### src/design/ppi_cfg.svh
`ifndef PPI_CFG_SVH
`define PPI_CFG_SVH

// Register offsets on the host port
`define OFS_PORT_A 3'h0
`define OFS_PORT_B 3'h1
`define OFS_PORT_C 3'h2
`define OFS_CTRL 3'h3
`define OFS_IRQ_STAT 3'h4
`define OFS_IRQ_CLR 3'h5
`define OFS_IRQ_EN 3'h6

// Control word fields
`define CW_FLAG 7
`define CW_AMODE_HI 6
`define CW_AMODE_LO 5
`define CW_A_IN 4
`define CW_CU_IN 3
`define CW_B_MODE 2
`define CW_B_IN 1
`define CW_CL_IN 0
`define AMODE_BASIC 2'h0
`define AMODE_STROBED 2'h1
`define BSR_IDX_HI 3
`define BSR_IDX_LO 1
`define BSR_VAL 0

// Control word values
`define ALL_OUT_WORD 8'h80
`define ALL_IN_WORD 8'h9B
`define A_IN_WORD 8'h90
`define CTRL_RESET `ALL_IN_WORD

// Port C handshake line positions
`define PC_INTR_B 0
`define PC_BUF_B 1
`define PC_STB_B 2
`define PC_INTR_A 3
`define PC_STB_A 4
`define PC_IBF_A 5
`define PC_ACK_A 6
`define PC_OBF_A 7
`define NIBBLE_W 4

// Sticky interrupt status layout
`define IRQ_W 2
`define IRQ_A 0
`define IRQ_B 1

`define BYTE_ZERO 8'h00
`define BYTE_ONES 8'hFF

`endif

### src/design/ppi_pkg.sv
package ppi_pkg;
    typedef logic [7:0] byte_t;
    typedef enum logic [1:0] {GM_BASIC, GM_STROBED, GM_BIDIR} grpMode_t;
endpackage

### src/design/sync_two_ff.sv
`timescale 1ns/100ps
`default_nettype none
module sync_two_ff #(
    parameter int WIDTH = 24
) (
    input wire logic mclk,
    input wire logic arst_n,
    input wire logic [WIDTH-1:0] din,
    output logic [WIDTH-1:0] dout
);
    logic [WIDTH-1:0] meta_q;

    // Refuse a width that has no bits
    if (WIDTH < 1) begin : gBad
        $error("sync_two_ff needs WIDTH of at least 1");
    end

    // Two stages; only the second stage is seen outside
    always_ff @(posedge mclk or negedge arst_n) begin
        if (!arst_n) begin
            meta_q <= '1;
            dout <= '1;
        end else begin
            meta_q <= din;
            dout <= meta_q;
        end
    end
endmodule // sync_two_ff
`default_nettype wire

### src/design/hs_channel.sv
`timescale 1ns/100ps
`default_nettype none
`include "ppi_cfg.svh"
module hs_channel (
    input wire logic mclk,
    input wire logic arst_n,
    input wire logic inEn,
    input wire logic outEn,
    input wire logic stbN,
    input wire logic ackN,
    input wire ppi_pkg::byte_t pinData,
    input wire logic hostRd,
    input wire logic hostWr,
    input wire logic inteIn,
    input wire logic inteOut,
    input wire logic clrAll,
    output ppi_pkg::byte_t inData,
    output logic ibf,
    output logic obfN,
    output logic intr
);
    import ppi_pkg::*;

    logic stbPrev_q;
    logic ackPrev_q;
    logic intrIn_q;
    logic intrOut_q;
    logic stbFall;
    logic stbRise;
    logic ackFall;
    logic ackRise;

    // Edges of the synchronised strobe and acknowledge
    assign stbFall = inEn & stbPrev_q & ~stbN;
    assign stbRise = inEn & ~stbPrev_q & stbN;
    assign ackFall = outEn & ackPrev_q & ~ackN;
    assign ackRise = outEn & ~ackPrev_q & ackN;

    always_ff @(posedge mclk or negedge arst_n) begin
        if (!arst_n) begin
            stbPrev_q <= 1'b1;
            ackPrev_q <= 1'b1;
        end else begin
            stbPrev_q <= stbN;
            ackPrev_q <= ackN;
        end
    end

    // Input latch and buffer-full; strobe wins over host read
    always_ff @(posedge mclk or negedge arst_n) begin
        if (!arst_n) begin
            inData <= `BYTE_ZERO;
            ibf <= 1'b0;
        end else if (stbFall) begin
            inData <= pinData;
            ibf <= 1'b1;
        end else if (hostRd | clrAll | ~inEn) begin
            ibf <= 1'b0;
        end
    end

    // Output buffer full (active low); host write wins over ack
    always_ff @(posedge mclk or negedge arst_n) begin
        if (!arst_n) begin
            obfN <= 1'b1;
        end else if (hostWr & outEn) begin
            obfN <= 1'b0;
        end else if (ackFall | clrAll | ~outEn) begin
            obfN <= 1'b1;
        end
    end

    // Request flags; the setting edge wins over the host access
    always_ff @(posedge mclk or negedge arst_n) begin
        if (!arst_n) begin
            intrIn_q <= 1'b0;
            intrOut_q <= 1'b0;
        end else begin
            if (stbRise & ibf) begin
                intrIn_q <= 1'b1;
            end else if (hostRd | clrAll) begin
                intrIn_q <= 1'b0;
            end
            if (ackRise & obfN) begin
                intrOut_q <= 1'b1;
            end else if (hostWr | clrAll) begin
                intrOut_q <= 1'b0;
            end
        end
    end

    // Each request gated by its own enable
    assign intr = (intrIn_q & inteIn) | (intrOut_q & inteOut);
endmodule // hs_channel
`default_nettype wire

### src/design/programmable_parallel_io.sv
// What this block does
// - Twenty-four lines as three byte ports A, B and C.
// - First group: port A plus port C lines 4 to 7.
// - Second group: port B plus port C lines 0 to 3.
// - Modes: basic I/O, strobed handshake, bidirectional bus.
// - Basic mode moves data on register access, no handshake.
// - Basic mode latches outputs; input reads show live pin state.
// - Basic mode: A, B, C upper, C lower each pick direction.
// - Strobed mode pairs data port with C nibble; data latched.
// - Strobed mode requests per port, each with its own enable.
// - Bus mode, first group only: A bidirectional, five C lines.
// - One control word sets or clears one port C line alone.
// - Flag bit one: bits 6..0 carry modes and directions.
// - Flag bit zero: bits 3..0 carry a port C set/reset.
// - Sixteen basic layouts; 80 all out, 9B all in.
//
// The address map and the plain strobed port were left to the implementer.
`timescale 1ns/100ps
`default_nettype none
`include "ppi_cfg.svh"
module programmable_parallel_io (
    input wire logic mclk,
    input wire logic arst_n,
    input wire logic [2:0] addr,
    input wire ppi_pkg::byte_t wrData,
    input wire logic wrStb,
    input wire logic rdStb,
    output ppi_pkg::byte_t rdData,
    input wire ppi_pkg::byte_t paIn,
    output ppi_pkg::byte_t paOut,
    output ppi_pkg::byte_t paOe,
    input wire ppi_pkg::byte_t pbIn,
    output ppi_pkg::byte_t pbOut,
    output ppi_pkg::byte_t pbOe,
    input wire ppi_pkg::byte_t pcIn,
    output ppi_pkg::byte_t pcOut,
    output ppi_pkg::byte_t pcOe,
    output logic irq
);
    import ppi_pkg::*;

    logic [23:0] pinSync;
    byte_t paSync;
    byte_t pbSync;
    byte_t pcSync;
    byte_t portModeCtrl_q;
    byte_t aOut_q;
    byte_t bOut_q;
    byte_t pcLatch_q;
    byte_t aInLatch;
    byte_t bInLatch;
    byte_t hsOutMask;
    byte_t hsInMask;
    byte_t hsVal;
    byte_t pcRead;
    byte_t paRead;
    byte_t pbRead;
    grpMode_t aMode;
    grpMode_t bMode;
    logic aIn;
    logic bIn;
    logic aHsIn;
    logic aHsOut;
    logic bHsIn;
    logic bHsOut;
    logic ibfA;
    logic ibfB;
    logic obfAN;
    logic obfBN;
    logic intrA;
    logic intrB;
    logic wrCtrl;
    logic wrMode;
    logic wrBit;
    logic wrA;
    logic wrB;
    logic wrC;
    logic rdA;
    logic rdB;
    logic [2:0] bitIdx;
    logic [`IRQ_W-1:0] irqStat_q;
    logic [`IRQ_W-1:0] irqEn_q;
    logic [`IRQ_W-1:0] intrPrev_q;
    logic [`IRQ_W-1:0] irqEvt;

    // All pin inputs pass two flops first
    sync_two_ff #(.WIDTH(24)) uSync (
        .mclk(mclk),
        .arst_n(arst_n),
        .din({pcIn, pbIn, paIn}),
        .dout(pinSync)
    );
    assign paSync = pinSync[7:0];
    assign pbSync = pinSync[15:8];
    assign pcSync = pinSync[23:16];

    // Host access decode
    assign wrCtrl = wrStb && addr == `OFS_CTRL;
    assign wrMode = wrCtrl & wrData[`CW_FLAG];
    assign wrBit = wrCtrl & ~wrData[`CW_FLAG];
    assign wrA = wrStb && addr == `OFS_PORT_A;
    assign wrB = wrStb && addr == `OFS_PORT_B;
    assign wrC = wrStb && addr == `OFS_PORT_C;
    assign rdA = rdStb && addr == `OFS_PORT_A;
    assign rdB = rdStb && addr == `OFS_PORT_B;
    assign bitIdx = wrData[`BSR_IDX_HI:`BSR_IDX_LO];

    // Mode and direction word; only flagged words land here
    always_ff @(posedge mclk or negedge arst_n) begin
        if (!arst_n) begin
            portModeCtrl_q <= `CTRL_RESET;
        end else if (wrMode) begin
            portModeCtrl_q <= wrData;
        end
    end

    // Group mode decode
    always_comb begin
        case (portModeCtrl_q[`CW_AMODE_HI:`CW_AMODE_LO])
            `AMODE_BASIC: aMode = GM_BASIC;
            `AMODE_STROBED: aMode = GM_STROBED;
            default: aMode = GM_BIDIR;
        endcase
        bMode = portModeCtrl_q[`CW_B_MODE] ? GM_STROBED : GM_BASIC;
    end
    assign aIn = portModeCtrl_q[`CW_A_IN];
    assign bIn = portModeCtrl_q[`CW_B_IN];

    // Handshake roles of each data port
    assign aHsIn = (aMode == GM_STROBED && aIn) || aMode == GM_BIDIR;
    assign aHsOut = (aMode == GM_STROBED && !aIn) || aMode == GM_BIDIR;
    assign bHsIn = bMode == GM_STROBED && bIn;
    assign bHsOut = bMode == GM_STROBED && !bIn;

    // Port A output latch; a new mode word clears it
    always_ff @(posedge mclk or negedge arst_n) begin
        if (!arst_n) begin
            aOut_q <= `BYTE_ZERO;
        end else if (wrMode) begin
            aOut_q <= `BYTE_ZERO;
        end else if (wrA) begin
            aOut_q <= wrData;
        end
    end

    // Port B output latch
    always_ff @(posedge mclk or negedge arst_n) begin
        if (!arst_n) begin
            bOut_q <= `BYTE_ZERO;
        end else if (wrMode) begin
            bOut_q <= `BYTE_ZERO;
        end else if (wrB) begin
            bOut_q <= wrData;
        end
    end

    // Port C latch; also holds the handshake interrupt enables
    always_ff @(posedge mclk or negedge arst_n) begin
        if (!arst_n) begin
            pcLatch_q <= `BYTE_ZERO;
        end else if (wrMode) begin
            pcLatch_q <= `BYTE_ZERO;
        end else if (wrBit) begin
            pcLatch_q[bitIdx] <= wrData[`BSR_VAL];
        end else if (wrC) begin
            pcLatch_q <= wrData;
        end
    end

    // Group one handshake: strobe C4, ack C6, enables C4/C6
    hs_channel uHsA (
        .mclk(mclk),
        .arst_n(arst_n),
        .inEn(aHsIn),
        .outEn(aHsOut),
        .stbN(pcSync[`PC_STB_A]),
        .ackN(pcSync[`PC_ACK_A]),
        .pinData(paSync),
        .hostRd(rdA),
        .hostWr(wrA),
        .inteIn(pcLatch_q[`PC_STB_A]),
        .inteOut(pcLatch_q[`PC_ACK_A]),
        .clrAll(wrMode),
        .inData(aInLatch),
        .ibf(ibfA),
        .obfN(obfAN),
        .intr(intrA)
    );

    // Group two handshake: C2 is strobe or ack, and its enable
    hs_channel uHsB (
        .mclk(mclk),
        .arst_n(arst_n),
        .inEn(bHsIn),
        .outEn(bHsOut),
        .stbN(pcSync[`PC_STB_B]),
        .ackN(pcSync[`PC_STB_B]),
        .pinData(pbSync),
        .hostRd(rdB),
        .hostWr(wrB),
        .inteIn(pcLatch_q[`PC_STB_B]),
        .inteOut(pcLatch_q[`PC_STB_B]),
        .clrAll(wrMode),
        .inData(bInLatch),
        .ibf(ibfB),
        .obfN(obfBN),
        .intr(intrB)
    );

    // Port C lines taken over by the handshakes
    always_comb begin
        hsOutMask = `BYTE_ZERO;
        hsInMask = `BYTE_ZERO;
        hsVal = `BYTE_ZERO;
        if (aHsIn) begin
            hsOutMask[`PC_IBF_A] = 1'b1;
            hsOutMask[`PC_INTR_A] = 1'b1;
            hsInMask[`PC_STB_A] = 1'b1;
        end
        if (aHsOut) begin
            hsOutMask[`PC_OBF_A] = 1'b1;
            hsOutMask[`PC_INTR_A] = 1'b1;
            hsInMask[`PC_ACK_A] = 1'b1;
        end
        if (bMode == GM_STROBED) begin
            hsOutMask[`PC_BUF_B] = 1'b1;
            hsOutMask[`PC_INTR_B] = 1'b1;
            hsInMask[`PC_STB_B] = 1'b1;
        end
        hsVal[`PC_OBF_A] = obfAN;
        hsVal[`PC_IBF_A] = ibfA;
        hsVal[`PC_INTR_A] = intrA;
        hsVal[`PC_BUF_B] = bIn ? ibfB : obfBN;
        hsVal[`PC_INTR_B] = intrB;
    end

    // Per line of port C: direction, drive and read-back
    for (genvar i = 0; i < 8; i++) begin : gPc
        logic nibIn;
        assign nibIn = (i < `NIBBLE_W) ? portModeCtrl_q[`CW_CL_IN]
                                       : portModeCtrl_q[`CW_CU_IN];
        assign pcOe[i] = hsOutMask[i] | (~hsInMask[i] & ~nibIn);
        assign pcOut[i] = hsOutMask[i] ? hsVal[i] : pcLatch_q[i];
        assign pcRead[i] = hsOutMask[i] ? hsVal[i]
                         : (hsInMask[i] | ~nibIn) ? pcLatch_q[i]
                         : pcSync[i];
    end

    // Port A drive; bus mode drives only while ack is low
    assign paOut = aOut_q;
    assign paOe = (aMode == GM_BIDIR) ? {8{~pcSync[`PC_ACK_A]}}
                                      : {8{~aIn}};
    assign pbOut = bOut_q;
    assign pbOe = {8{~bIn}};

    // Data port read-back: live pins for basic-mode inputs, latches otherwise
    always_comb begin
        if (aMode == GM_BASIC) begin
            paRead = aIn ? paSync : aOut_q;
        end else begin
            paRead = aHsIn ? aInLatch : aOut_q;
        end
        if (bMode == GM_BASIC) begin
            pbRead = bIn ? pbSync : bOut_q;
        end else begin
            pbRead = bIn ? bInLatch : bOut_q;
        end
    end

    // Read data in the cycle after the strobe
    always_ff @(posedge mclk or negedge arst_n) begin
        if (!arst_n) begin
            rdData <= `BYTE_ZERO;
        end else if (rdStb) begin
            case (addr)
                `OFS_PORT_A: rdData <= paRead;
                `OFS_PORT_B: rdData <= pbRead;
                `OFS_PORT_C: rdData <= pcRead;
                `OFS_IRQ_STAT: rdData <= {6'h00, irqStat_q};
                `OFS_IRQ_EN: rdData <= {6'h00, irqEn_q};
                default: rdData <= `BYTE_ZERO;
            endcase
        end
    end

    // Rising request lines become sticky status; set beats clear
    assign irqEvt = {intrB, intrA} & ~intrPrev_q;
    always_ff @(posedge mclk or negedge arst_n) begin
        if (!arst_n) begin
            intrPrev_q <= '0;
            irqStat_q <= '0;
        end else begin
            intrPrev_q <= {intrB, intrA};
            if (wrStb && addr == `OFS_IRQ_CLR) begin
                irqStat_q <= (irqStat_q & ~wrData[`IRQ_W-1:0]) | irqEvt;
            end else begin
                irqStat_q <= irqStat_q | irqEvt;
            end
        end
    end

    // Interrupt enable register
    always_ff @(posedge mclk or negedge arst_n) begin
        if (!arst_n) begin
            irqEn_q <= '0;
        end else if (wrStb && addr == `OFS_IRQ_EN) begin
            irqEn_q <= wrData[`IRQ_W-1:0];
        end
    end
    assign irq = |(irqStat_q & irqEn_q);
endmodule // programmable_parallel_io
`default_nettype wire

### config.mk
export PLATFORM = sky130hd
export DESIGN_NAME = programmable_parallel_io
export DESIGN_NICKNAME = d
export VERILOG_FILES = /design/src/design/ppi_pkg.sv /design/src/design/sync_two_ff.sv /design/src/design/hs_channel.sv /design/src/design/programmable_parallel_io.sv
export VERILOG_INCLUDE_DIRS = /design/src /design/src/design
export SDC_FILE = /design/constraint.sdc
export NUM_CORES = 1
export LEC_CHECK = 0
export ABC_AREA = 1
export BUFFER_PORTS_ARGS = -buffer_cell sky130_fd_sc_hd__buf_2
export CAP_MARGIN = 20
export CORE_MARGIN = 3
export CORE_UTILIZATION = 51
export CTS_CLUSTER_SIZE = 14
export DETAILED_ROUTE_END_ITERATION = 16
export PLACE_DENSITY = 0.77
export SLEW_MARGIN = 5
export SYNTH_ARGS = -nofsm -noshare
export SYNTH_HDL_FRONTEND = slang
export SYNTH_HIERARCHICAL = 1
export SYNTH_SLANG_ARGS = --single-unit
export TNS_END_PERCENT = 5
### constraint.sdc
create_clock -name mclk -period 1.4 [get_ports mclk]
set_input_delay 0.07 -clock mclk [delete_from_list [all_inputs] [get_ports mclk]]
set_output_delay 0.07 -clock mclk [all_outputs]
set_load 0.01 [all_outputs]
==> report_table.html, run 1 <==
<table>
<tr><th>Metric</th><th>Value</th></tr>
<tr><th colspan="2">CTS</th></tr>
<tr><td>Max clock buf depth</td><td>2</td></tr>
<tr><td>Number of clock buffers inserted by TritonCTS</td><td>17</td></tr>
<tr><td>CTS clk-pin slew, worst paths</td><td>around 60 ps</td></tr>
<tr><td>Clock root buffer master</td><td>sky130_fd_sc_hd__clkbuf_8</td></tr>
<tr><td>Clock tree from TritonCTS</td><td>built</td></tr>
<tr><td>Depth of the CTS H-tree</td><td>4</td></tr>
<tr><td>Clock insertion delay at the later pin of the skew report</td><td>540 ps</td></tr>
<tr><td>Clk sink count</td><td>approximately 120</td></tr>
<tr><th colspan="2">Logic synthesis</th></tr>
<tr><td>Yosys warning total</td><td>6</td></tr>
<tr><td>Avg Synthesized Cell Area</td><td>approximately 8.7 um2</td></tr>
<tr><td>Syn nets</td><td>680</td></tr>
<tr><td>Seq/Total Area, Yosys</td><td>between 50% and 60%</td></tr>
<tr><td>Number of library cell types mapped by synthesis</td><td>31</td></tr>
<tr><td>Portion of synthesized cell area occupied by the leading cell type</td><td>between 20% and 30%</td></tr>
<tr><td>Most instantiated library cell after synthesis</td><td>sky130_fd_sc_hd__nand2_1</td></tr>
<tr><td>Mapped Cells</td><td>around 640</td></tr>
<tr><td>Most used flip-flop cell after synthesis</td><td>sky130_fd_sc_hd__dfrtp_1</td></tr>
<tr><td>Leading area contributor after synthesis</td><td>sky130_fd_sc_hd__dfrtp_1</td></tr>
<tr><td>Top area cells in the synthesized netlist</td><td>sky130_fd_sc_hd__dfrtp_1 (28%), sky130_fd_sc_hd__dfstp_2 (27%), sky130_fd_sc_hd__nand2_1 (15%)</td></tr>
<tr><td>Number of enable flip-flop cells after synthesis</td><td>0</td></tr>
<tr><td>Most used standard cells in the synthesized netlist</td><td>sky130_fd_sc_hd__nand2_1 (222), sky130_fd_sc_hd__dfrtp_1 (63), sky130_fd_sc_hd__nand3_1 (62)</td></tr>
<tr><td>Proportion of register bits with asynchronous set or reset after synthesis</td><td>100%</td></tr>
<tr><td>Post-synthesis cell area</td><td>approximately 5600 um2</td></tr>
<tr><td>Number of register bits inferred by synthesis</td><td>between 100 and 150</td></tr>
<tr><th colspan="2">Timing</th></tr>
<tr><td>Final hold violations</td><td>0</td></tr>
<tr><td>Setup repair after global routing missed its margin</td><td>true</td></tr>
<tr><td>Clock period minus final worst setup slack</td><td>about 1700 ps</td></tr>
<tr><td>Number of pins with negative max-slew slack in the final report</td><td>0</td></tr>
<tr><td>Measured slew at the worst slew-check pin</td><td>a little over 500 ps</td></tr>
<tr><td>Final cycle utilization of the critical path</td><td>125%</td></tr>
<tr><td>Final setup vio count</td><td>37</td></tr>
<tr><td>Final setup skew</td><td>8.69 ps</td></tr>
<tr><td>Worst-case setup margin in the final layout</td><td>-344 ps</td></tr>
<tr><td>Worst slew margin relative to its limit</td><td>about 65%</td></tr>
<tr><td>Total negative slack</td><td>-7690 ps</td></tr>
<tr><td>Achievable frequency</td><td>about 570 MHz</td></tr>
<tr><th colspan="2">Floorplan</th></tr>
<tr><td>Core outline area</td><td>between 10000 and 15000 um2</td></tr>
<tr><td>Initial core utilization</td><td>between 50% and 60%</td></tr>
<tr><td>Die Footprint</td><td>approximately 12000 um2</td></tr>
<tr><td>I/O pin total</td><td>96</td></tr>
<tr><td>Standard-cell rows</td><td>37</td></tr>
<tr><td>Horizontal die dimension</td><td>110 um</td></tr>
<tr><td>Die Height</td><td>110 um</td></tr>
<tr><th colspan="2">Worst setup path</th></tr>
<tr><td>Endpoint kind of the worst setup timing path</td><td>output port</td></tr>
<tr><td>Setup crit start kind</td><td>register</td></tr>
<tr><td>Endpoint required time on the critical path</td><td>between 1000 and 1500 ps</td></tr>
<tr><td>Data arrival time of the critical path</td><td>approximately 1700 ps</td></tr>
<tr><td>CP Max Fanout</td><td>5</td></tr>
<tr><td>Class of the most critical setup path</td><td>reg -&gt; out</td></tr>
<tr><th colspan="2">Place</th></tr>
<tr><td>Port Buffers</td><td>between 90 and 100</td></tr>
<tr><td>Final HPWL DP</td><td>11.0 mm</td></tr>
<tr><td>Final estimated routing congestion in global placement</td><td>slightly above 0.9</td></tr>
<tr><td>Dpl ws</td><td>-41.1 ps</td></tr>
<tr><td>Cell area after placement</td><td>6240 um2</td></tr>
<tr><th colspan="2">GRT</th></tr>
<tr><td>Overflow left after global routing</td><td>0</td></tr>
<tr><td>Maximum number of pins on one net before global-route repair</td><td>50</td></tr>
<tr><td>All-Layer GR Usage</td><td>26.8%</td></tr>
<tr><td>Wire length of the first global-routing pass</td><td>24.1 mm</td></tr>
<tr><td>Antenna violations before repair</td><td>0</td></tr>
<tr><td>Via count of the first global-routing pass</td><td>between 4k and 5k</td></tr>
<tr><th colspan="2">Detailed routing</th></tr>
<tr><td>Violation count after the first detailed-routing iteration</td><td>440</td></tr>
<tr><td>Sum of routed wire length over all layers</td><td>~16 mm</td></tr>
<tr><td>Remaining DRCs</td><td>0</td></tr>
<tr><td>Router iterations before antenna repair</td><td>7</td></tr>
<tr><td>Antenna Violating Nets Remaining</td><td>0</td></tr>
<tr><td>Routed vias/inst</td><td>5.31</td></tr>
<tr><td>Detail-routed net length per standard cell</td><td>16.8 um</td></tr>
<tr><td>Count of vias placed by the detailed router</td><td>5020</td></tr>
<tr><th colspan="2">Status</th></tr>
<tr><td>Result of the run</td><td>finished with violations</td></tr>
<tr><td>Failing checks</td><td>setup timing</td></tr>
<tr><th colspan="2">Finish</th></tr>
<tr><td>Area growth from synthesis to layout</td><td>33.5%</td></tr>
<tr><td>Final cell area excluding filler cells</td><td>about 7400 um2</td></tr>
<tr><td>Ratio of cells with drive above 1 in the final layout</td><td>a little over a third</td></tr>
<tr><td>Fill cell instance count of the final layout</td><td>roughly 830</td></tr>
<tr><td>Total area of sequential cells</td><td>just over 3000 um2</td></tr>
<tr><td>Diode count</td><td>0</td></tr>
<tr><td>Core utilization of the finished layout</td><td>a little under three quarters</td></tr>
<tr><td>Total area of multi-input combinational cells</td><td>2090 um2</td></tr>
<tr><td>Number of nets in the layout</td><td>836</td></tr>
<tr><th colspan="2">Pwr</th></tr>
<tr><td>Leakage dissipation</td><td>between 0.003 and 0.004 uW</td></tr>
<tr><td>Total chip power</td><td>around 12000 uW</td></tr>
<tr><td>Maximum vdd ir drop</td><td>~0.0011 V</td></tr>
<tr><td>Cell area power density</td><td>around 1600 nW/um2</td></tr>
<tr><th colspan="2">Flow run</th></tr>
<tr><td># Max-Cap Violations</td><td>0</td></tr>
<tr><th colspan="2">Worst hold path</th></tr>
<tr><td>Path class of the lowest-slack min-delay path</td><td>in -&gt; reg</td></tr>
</table>
cell usage in the layout, fill, tap and decap left out, drive strengths merged:
master	netlist	layout
nor4	1	1
a21oi	8	8
dlygate4sd3	0	38
dfstp	58	58
o21ai	50	50
a22o	1	1
nand3	65	65
dfrtp	63	63
clkinvlp	0	1
clkinv	1	6
o211ai	11	11
nor2	35	35
nand2b	1	1
buf	36	142
clkbuf	7	20
inv	53	59
nand4	21	21
nand2	223	223
nor3	6	6
or2	1	1
stage by stage:
stage          hold WS (ps)  std cells
2_1_floorplan          -226        641
3_3_place_gp          -52.3        868
3_5_place_dp          -52.2        868
4_1_cts               0.153        943
5_1_grt                36.9        946
6_report               12.0        946
sequential cells by signal, summed over array words and instances (netlist names), 2 cells and up:
name,count
portModeCtrl_q,7
irqStat_q,2
uHsB/inData,8
pbOut,8
paOut,8
uSync/meta_q,24
uSync/dout,24
uHsA/inData,8
rdData,8
irqEn_q,2
intrPrev_q,2
pcLatch_q,8
logic make-up after synthesis:
kind of cell | synth area share [%]
buf+inv | 9.08
simple gates | 27.7
compound gates | 7.41
flops | 55.8
cell type report:
class	count	share of cell area (%)
inverter	54	2.83
multi-input combinational	423	28.1
clock inverter	12	1.15
clock buffer	20	6.29
sequential	121	41.8
tap	136	2.29
timing repair buffer	180	17.5
report_power, final:
group	switching (uW)	total (uW)	leakage, uW	internal, uW
Combinational	1720	2960	0.00205	1240
Clock	1640	4030	0.000278	2390
Sequential	475	4590	0.00140	4120
metal layers:
layer  wire (um)  track usage [%]  part of all wire (%)  vias up
met5           0                0                     0        -
met4         440             10.6                   2.8        0
met3        1230             7.11                   7.7       44
met2        7480             41.6                    47      231
met1        6770             35.9                    43     2373
li1            -                -                     -     2372
worst max-delay path: stages (launching register included):
cell and delay, ps:
sky130_fd_sc_hd__dfrtp_2 470, sky130_fd_sc_hd__nor2_4 180, sky130_fd_sc_hd__buf_6 130, sky130_fd_sc_hd__nor2_4 50
sky130_fd_sc_hd__buf_6 120, sky130_fd_sc_hd__nor2_4 80, sky130_fd_sc_hd__buf_6 100
timing repair:
| item | 4_1_cts | 5_1_grt |
|---|---|---|
| gates resized for setup | 30 | 31 |
| pin swaps | 4 | 8 |
| setup buffers | 6 | 3 |
| endpoints found under the setup margin | 39 | 77 |
| hold buffers | 38 | 0 |
| hold endpoints to repair | 178 | 0 |
final timing paths:
path                                          startpoint                             to  cells after the start  slack [ps]
min in group asynchronous                         arst_n       uHsA/ackPrev_q$_DFF_PN1_                      2          90
setup reg to reg           portModeCtrl_q[6]$_DFFE_PN0P_          rdData[5]$_DFFE_PN0P_                     12        -230
hold reg to reg                uSync/meta_q[3]$_DFF_PN1_        uSync/dout[3]$_DFF_PN1_                      0         350
setup / recovery           portModeCtrl_q[6]$_DFFE_PN0P_                        pcOe[4]                      6        -340
max in group asynchronous                         arst_n  portModeCtrl_q[6]$_DFFE_PN0P_                      3         330
hold / removal                                   addr[2]       pcLatch_q[0]$_DFFE_PN0P_                      5          10
Power figures use the tool's default switching activity.
==> inputs of run 2 (changes only) <==
--- a/config.mk
+++ b/config.mk
@@ -8,12 +8,13 @@
 export LEC_CHECK = 0
 export ABC_AREA = 1
 export BUFFER_PORTS_ARGS = -buffer_cell sky130_fd_sc_hd__buf_2
-export CAP_MARGIN = 20
+export CAP_MARGIN = 0
 export CORE_MARGIN = 3
 export CORE_UTILIZATION = 51
+export CTS_CLUSTER_DIAMETER = 60
 export CTS_CLUSTER_SIZE = 14
 export DETAILED_ROUTE_END_ITERATION = 16
-export PLACE_DENSITY = 0.77
+export PLACE_DENSITY = 0.78
 export SLEW_MARGIN = 5
 export SYNTH_ARGS = -nofsm -noshare
 export SYNTH_HDL_FRONTEND = slang
==> run 2 against run 1 <==
  * The run still ends with setup timing left
  * Sequential share of layout area fell by 0.28 points
  * Final cell count is 0.42% higher
  * Global-route usage up 1.0 points
  * Die area is the same
  * Sequential power hardly changed
  * Total power grew 2.8%
  * Non-clock buffer count up 4
  * Maximum frequency rose by 1.6%
  * Register-to-register slack improved by 100 ps
  * Highest routed layer unchanged
==> report_table.html, run 2 (synthesis gave the netlist of run 1 again) <==
<table>
<tr><th>Metric</th><th>Value</th></tr>
<tr><th colspan="2">GRT</th></tr>
<tr><td>Maximum number of pins on one net before global-route repair</td><td>38</td></tr>
<tr><td>Antenna violations before repair</td><td>0</td></tr>
<tr><td>Met3 Use GR</td><td>under 10%</td></tr>
<tr><td>Overflow left after global routing</td><td>0</td></tr>
<tr><td>All-Layer GR Usage</td><td>approximately 28%</td></tr>
<tr><td>Met2 track utilization from global routing</td><td>~45%</td></tr>
<tr><td>Via count of the first global-routing pass</td><td>4966</td></tr>
<tr><td>Met1 usage in global routing</td><td>between 30% and 40%</td></tr>
<tr><td>Most used routing layer</td><td>met2</td></tr>
<tr><td>Wire length of the first global-routing pass</td><td>~25 mm</td></tr>
<tr><th colspan="2">Pwr</th></tr>
<tr><td>Switching power</td><td>3800 uW</td></tr>
<tr><td>Total chip power</td><td>11900 uW</td></tr>
<tr><td>Leakage dissipation</td><td>about 0.0037 uW</td></tr>
<tr><td>Cell area power density</td><td>roughly 1600 nW/um2</td></tr>
<tr><td>Relative contribution of combinational cells to total power</td><td>about 25%</td></tr>
<tr><td>Internal Dissipation</td><td>a little over 8000 uW</td></tr>
<tr><td>Sw Share</td><td>a little under a third</td></tr>
<tr><td>Part of the power in the clock network</td><td>between 30 and 40%</td></tr>
<tr><td>Register share of total power</td><td>between 30% and 40%</td></tr>
<tr><td>Maximum vdd ir drop</td><td>0.000793 V</td></tr>
<tr><th colspan="2">Worst setup path</th></tr>
<tr><td>Endpoint kind of the worst setup timing path</td><td>output port</td></tr>
<tr><td>Critical path cell sequence</td><td>inv_2, buf_6, nand3_2, buf_4, buf_2</td></tr>
<tr><td>Endpoint required time on the critical path</td><td>approximately 1300 ps</td></tr>
<tr><td>Setup crit start kind</td><td>register</td></tr>
<tr><td>Highest cell delay on the worst timing path</td><td>roughly 460 ps</td></tr>
<tr><td>CP Max Fanout</td><td>5</td></tr>
<tr><td>Data arrival time of the critical path</td><td>about 1700 ps</td></tr>
<tr><td>Slowest stage cell, crit path</td><td>sky130_fd_sc_hd__dfrtp_2</td></tr>
<tr><td>Class of the most critical setup path</td><td>reg -&gt; out</td></tr>
<tr><th colspan="2">Finish</th></tr>
<tr><td>Leading cell type in the layout, fill and taps excluded</td><td>sky130_fd_sc_hd__nand2_1</td></tr>
<tr><td>Fill cell instance count of the final layout</td><td>~750</td></tr>
<tr><td>Total area of sequential cells</td><td>between 3000 and 4000 um2</td></tr>
<tr><td>Total area of multi-input combinational cells</td><td>roughly 2100 um2</td></tr>
<tr><td>Diode count</td><td>0</td></tr>
<tr><td>Number of nets in the layout</td><td>840</td></tr>
<tr><td>Ratio of cells with drive above 1 in the final layout</td><td>between 30% and 40%</td></tr>
<tr><td>Biggest registers after layout</td><td>uSync/dout x24, uSync/meta_q x24</td></tr>
<tr><td>Area growth from synthesis to layout</td><td>34.4%</td></tr>
<tr><td>Most frequent cells in the layout</td><td>sky130_fd_sc_hd__nand2_1 (212), sky130_fd_sc_hd__buf_2 (92), sky130_fd_sc_hd__dfrtp_1 (62), sky130_fd_sc_hd__nand3_1 (60), sky130_fd_sc_hd__dfstp_2 (58)</td></tr>
<tr><th colspan="2">Timing</th></tr>
<tr><td>Achievable frequency</td><td>~580 MHz</td></tr>
<tr><td>Worst slew margin relative to its limit</td><td>about three fifths</td></tr>
<tr><td>Worst-case setup margin in the final layout</td><td>-317 ps</td></tr>
<tr><td>Number of pins with negative max-slew slack in the final report</td><td>0</td></tr>
<tr><td>Final cycle utilization of the critical path</td><td>123%</td></tr>
<tr><td>Hold WS</td><td>between 60 and 70 ps</td></tr>
<tr><td>Clock period minus final worst setup slack</td><td>1720 ps</td></tr>
<tr><td>Setup repair after global routing missed its margin</td><td>true</td></tr>
<tr><td>Measured slew at the worst slew-check pin</td><td>593 ps</td></tr>
<tr><td>Final hold violations</td><td>0</td></tr>
<tr><td>Final setup vio count</td><td>44</td></tr>
<tr><td>Final setup skew</td><td>about 5 ps</td></tr>
<tr><th colspan="2">Detailed routing</th></tr>
<tr><td>Detail-routed net length per standard cell</td><td>between 15 and 20 um</td></tr>
<tr><td>Router iterations before antenna repair</td><td>6</td></tr>
<tr><td>Count of vias placed by the detailed router</td><td>5167</td></tr>
<tr><td>Remaining DRCs</td><td>0</td></tr>
<tr><td>Sum of routed wire length over all layers</td><td>approximately 16 mm</td></tr>
<tr><td>Routed vias/inst</td><td>~5.4</td></tr>
<tr><td>Antenna Violating Nets Remaining</td><td>0</td></tr>
<tr><td>Violation count after the first detailed-routing iteration</td><td>643</td></tr>
<tr><th colspan="2">Place</th></tr>
<tr><td>Port Buffers</td><td>95</td></tr>
<tr><td>Final HPWL DP</td><td>approximately 11 mm</td></tr>
<tr><td>Dpl ws</td><td>-73.6 ps</td></tr>
<tr><td>Final estimated routing congestion in global placement</td><td>0.923</td></tr>
<tr><th colspan="2">CTS</th></tr>
<tr><td>Depth of the CTS H-tree</td><td>4</td></tr>
<tr><td>Number of clock buffers inserted by TritonCTS</td><td>17</td></tr>
<tr><td>Max clock buf depth</td><td>2</td></tr>
<tr><td>Clock tree from TritonCTS</td><td>built</td></tr>
<tr><td>Clock root buffer master</td><td>sky130_fd_sc_hd__clkbuf_8</td></tr>
<tr><td>CTS clk-pin slew, worst paths</td><td>60 ps</td></tr>
<tr><td>Clk sink count</td><td>approximately 120</td></tr>
<tr><td>Clock insertion delay at the later pin of the skew report</td><td>approximately 530 ps</td></tr>
<tr><th colspan="2">Flow run</th></tr>
<tr><td># Max-Cap Violations</td><td>0</td></tr>
<tr><th colspan="2">Floorplan</th></tr>
<tr><td>Horizontal die dimension</td><td>approximately 110 um</td></tr>
<tr><td>Core outline area</td><td>between 10000 and 15000 um2</td></tr>
<tr><td>Standard-cell rows</td><td>37</td></tr>
<tr><td>Die Height</td><td>between 100 and 150 um</td></tr>
<tr><td>I/O pin total</td><td>between 90 and 100</td></tr>
<tr><td>Initial core utilization</td><td>approximately 53%</td></tr>
<tr><td>Die Footprint</td><td>between 10000 and 15000 um2</td></tr>
<tr><th colspan="2">Status</th></tr>
<tr><td>Result of the run</td><td>finished with violations</td></tr>
<tr><td>Failing checks</td><td>setup timing</td></tr>
<tr><th colspan="2">Worst hold path</th></tr>
<tr><td>Path class of the lowest-slack min-delay path</td><td>in -&gt; reg</td></tr>
</table>
## run 2: cell types whose count changed in the layout (fill, tap and decap cells not counted), moves of 3 or more
| cell | previous run | this run |
|---|---|---|
| sky130_fd_sc_hd__nand2_2 | 10 | 7 |
| sky130_fd_sc_hd__nand3_2 | 7 | 3 |
| sky130_fd_sc_hd__nand2_1 | 209 | 212 |
| sky130_fd_sc_hd__nand3_1 | 56 | 60 |
| sky130_fd_sc_hd__inv_4 | 6 | 2 |
## run 2: cell type report
class	instances	share of cell area (%)
well taps	136	2.28
flip-flops and latches	121	41.5
clock inverters	8	1.09
inverters	54	2.83
repair buffers	184	17.8
clock buffers	24	6.87
multi-input cells	423	27.6
## run 2: critical path: cells and delay by family (launching register included)
family                 cells  cell delay (ps)
and+or+nand+nor            1              110
DFF                        1              460
buffers and inverters      4              560
## run 2: path summary, 6_finish.rpt
check / startpoint / end / slack, ps / cells after the start
worst max-delay path: portModeCtrl_q[6]$_DFFE_PN0P_ / pcOe[7] / -320 / 5
min in group asynchronous: arst_n / uHsA/obfN$_DFFE_PN1P_ / 160 / 2
worst max register to register: portModeCtrl_q[6]$_DFFE_PN0P_ / rdData[0]$_DFFE_PN0P_ / -130 / 9
worst min-delay path: addr[1] / pcLatch_q[0]$_DFFE_PN0P_ / 70 / 6
max in group asynchronous: arst_n / irqEn_q[0]$_DFFE_PN0P_ / 210 / 3
worst min register to register: uSync/meta_q[8]$_DFF_PN1_ / uSync/dout[8]$_DFF_PN1_ / 350 / 0
## run 2: metal layers
layer,routed length [um],up-vias,share of wire (%)
li1,-,2377,-
met1,6630,2445,41
met2,7750,289,47
met3,1320,56,8.1
met4,613,0,3.8
met5,0,-,0
## run 2: power groups by stage
| stage | Combinational [uW] | Clock (uW) | Sequential, uW |
|---|---|---|---|
| after global routing | 3320 | 4490 | 4630 |
| after global placement | 2500 | 0 | 4570 |
| final | 3020 | 4300 | 4580 |
| after detailed placement | 2550 | 0 | 4590 |
| after CTS | 2880 | 4350 | 4550 |
| after floorplan | 1660 | 0 | 4470 |
## run 2: what timing repair did
action / 4_1_cts / 5_1_grt
pin swaps: 6 / 4
setup endpoints to repair: 35 / 66
resized for setup: 28 / 20
endpoints found under the hold margin: 154 / 0
buffers inserted: 7 / 3
hold buffers: 39 / 0
## run 2: stage by stage
stage	instances	utilization, %	TNS, ps	area, um2
after floorplan	641	-	-50.3	5560
after CTS	947	70.6	-6020	7380
after detailed placement	869	59.7	-233	6250
final	950	71.4	-6180	7470
after global routing	950	71.4	-9850	7470
after global placement	869	59.7	-112	6250
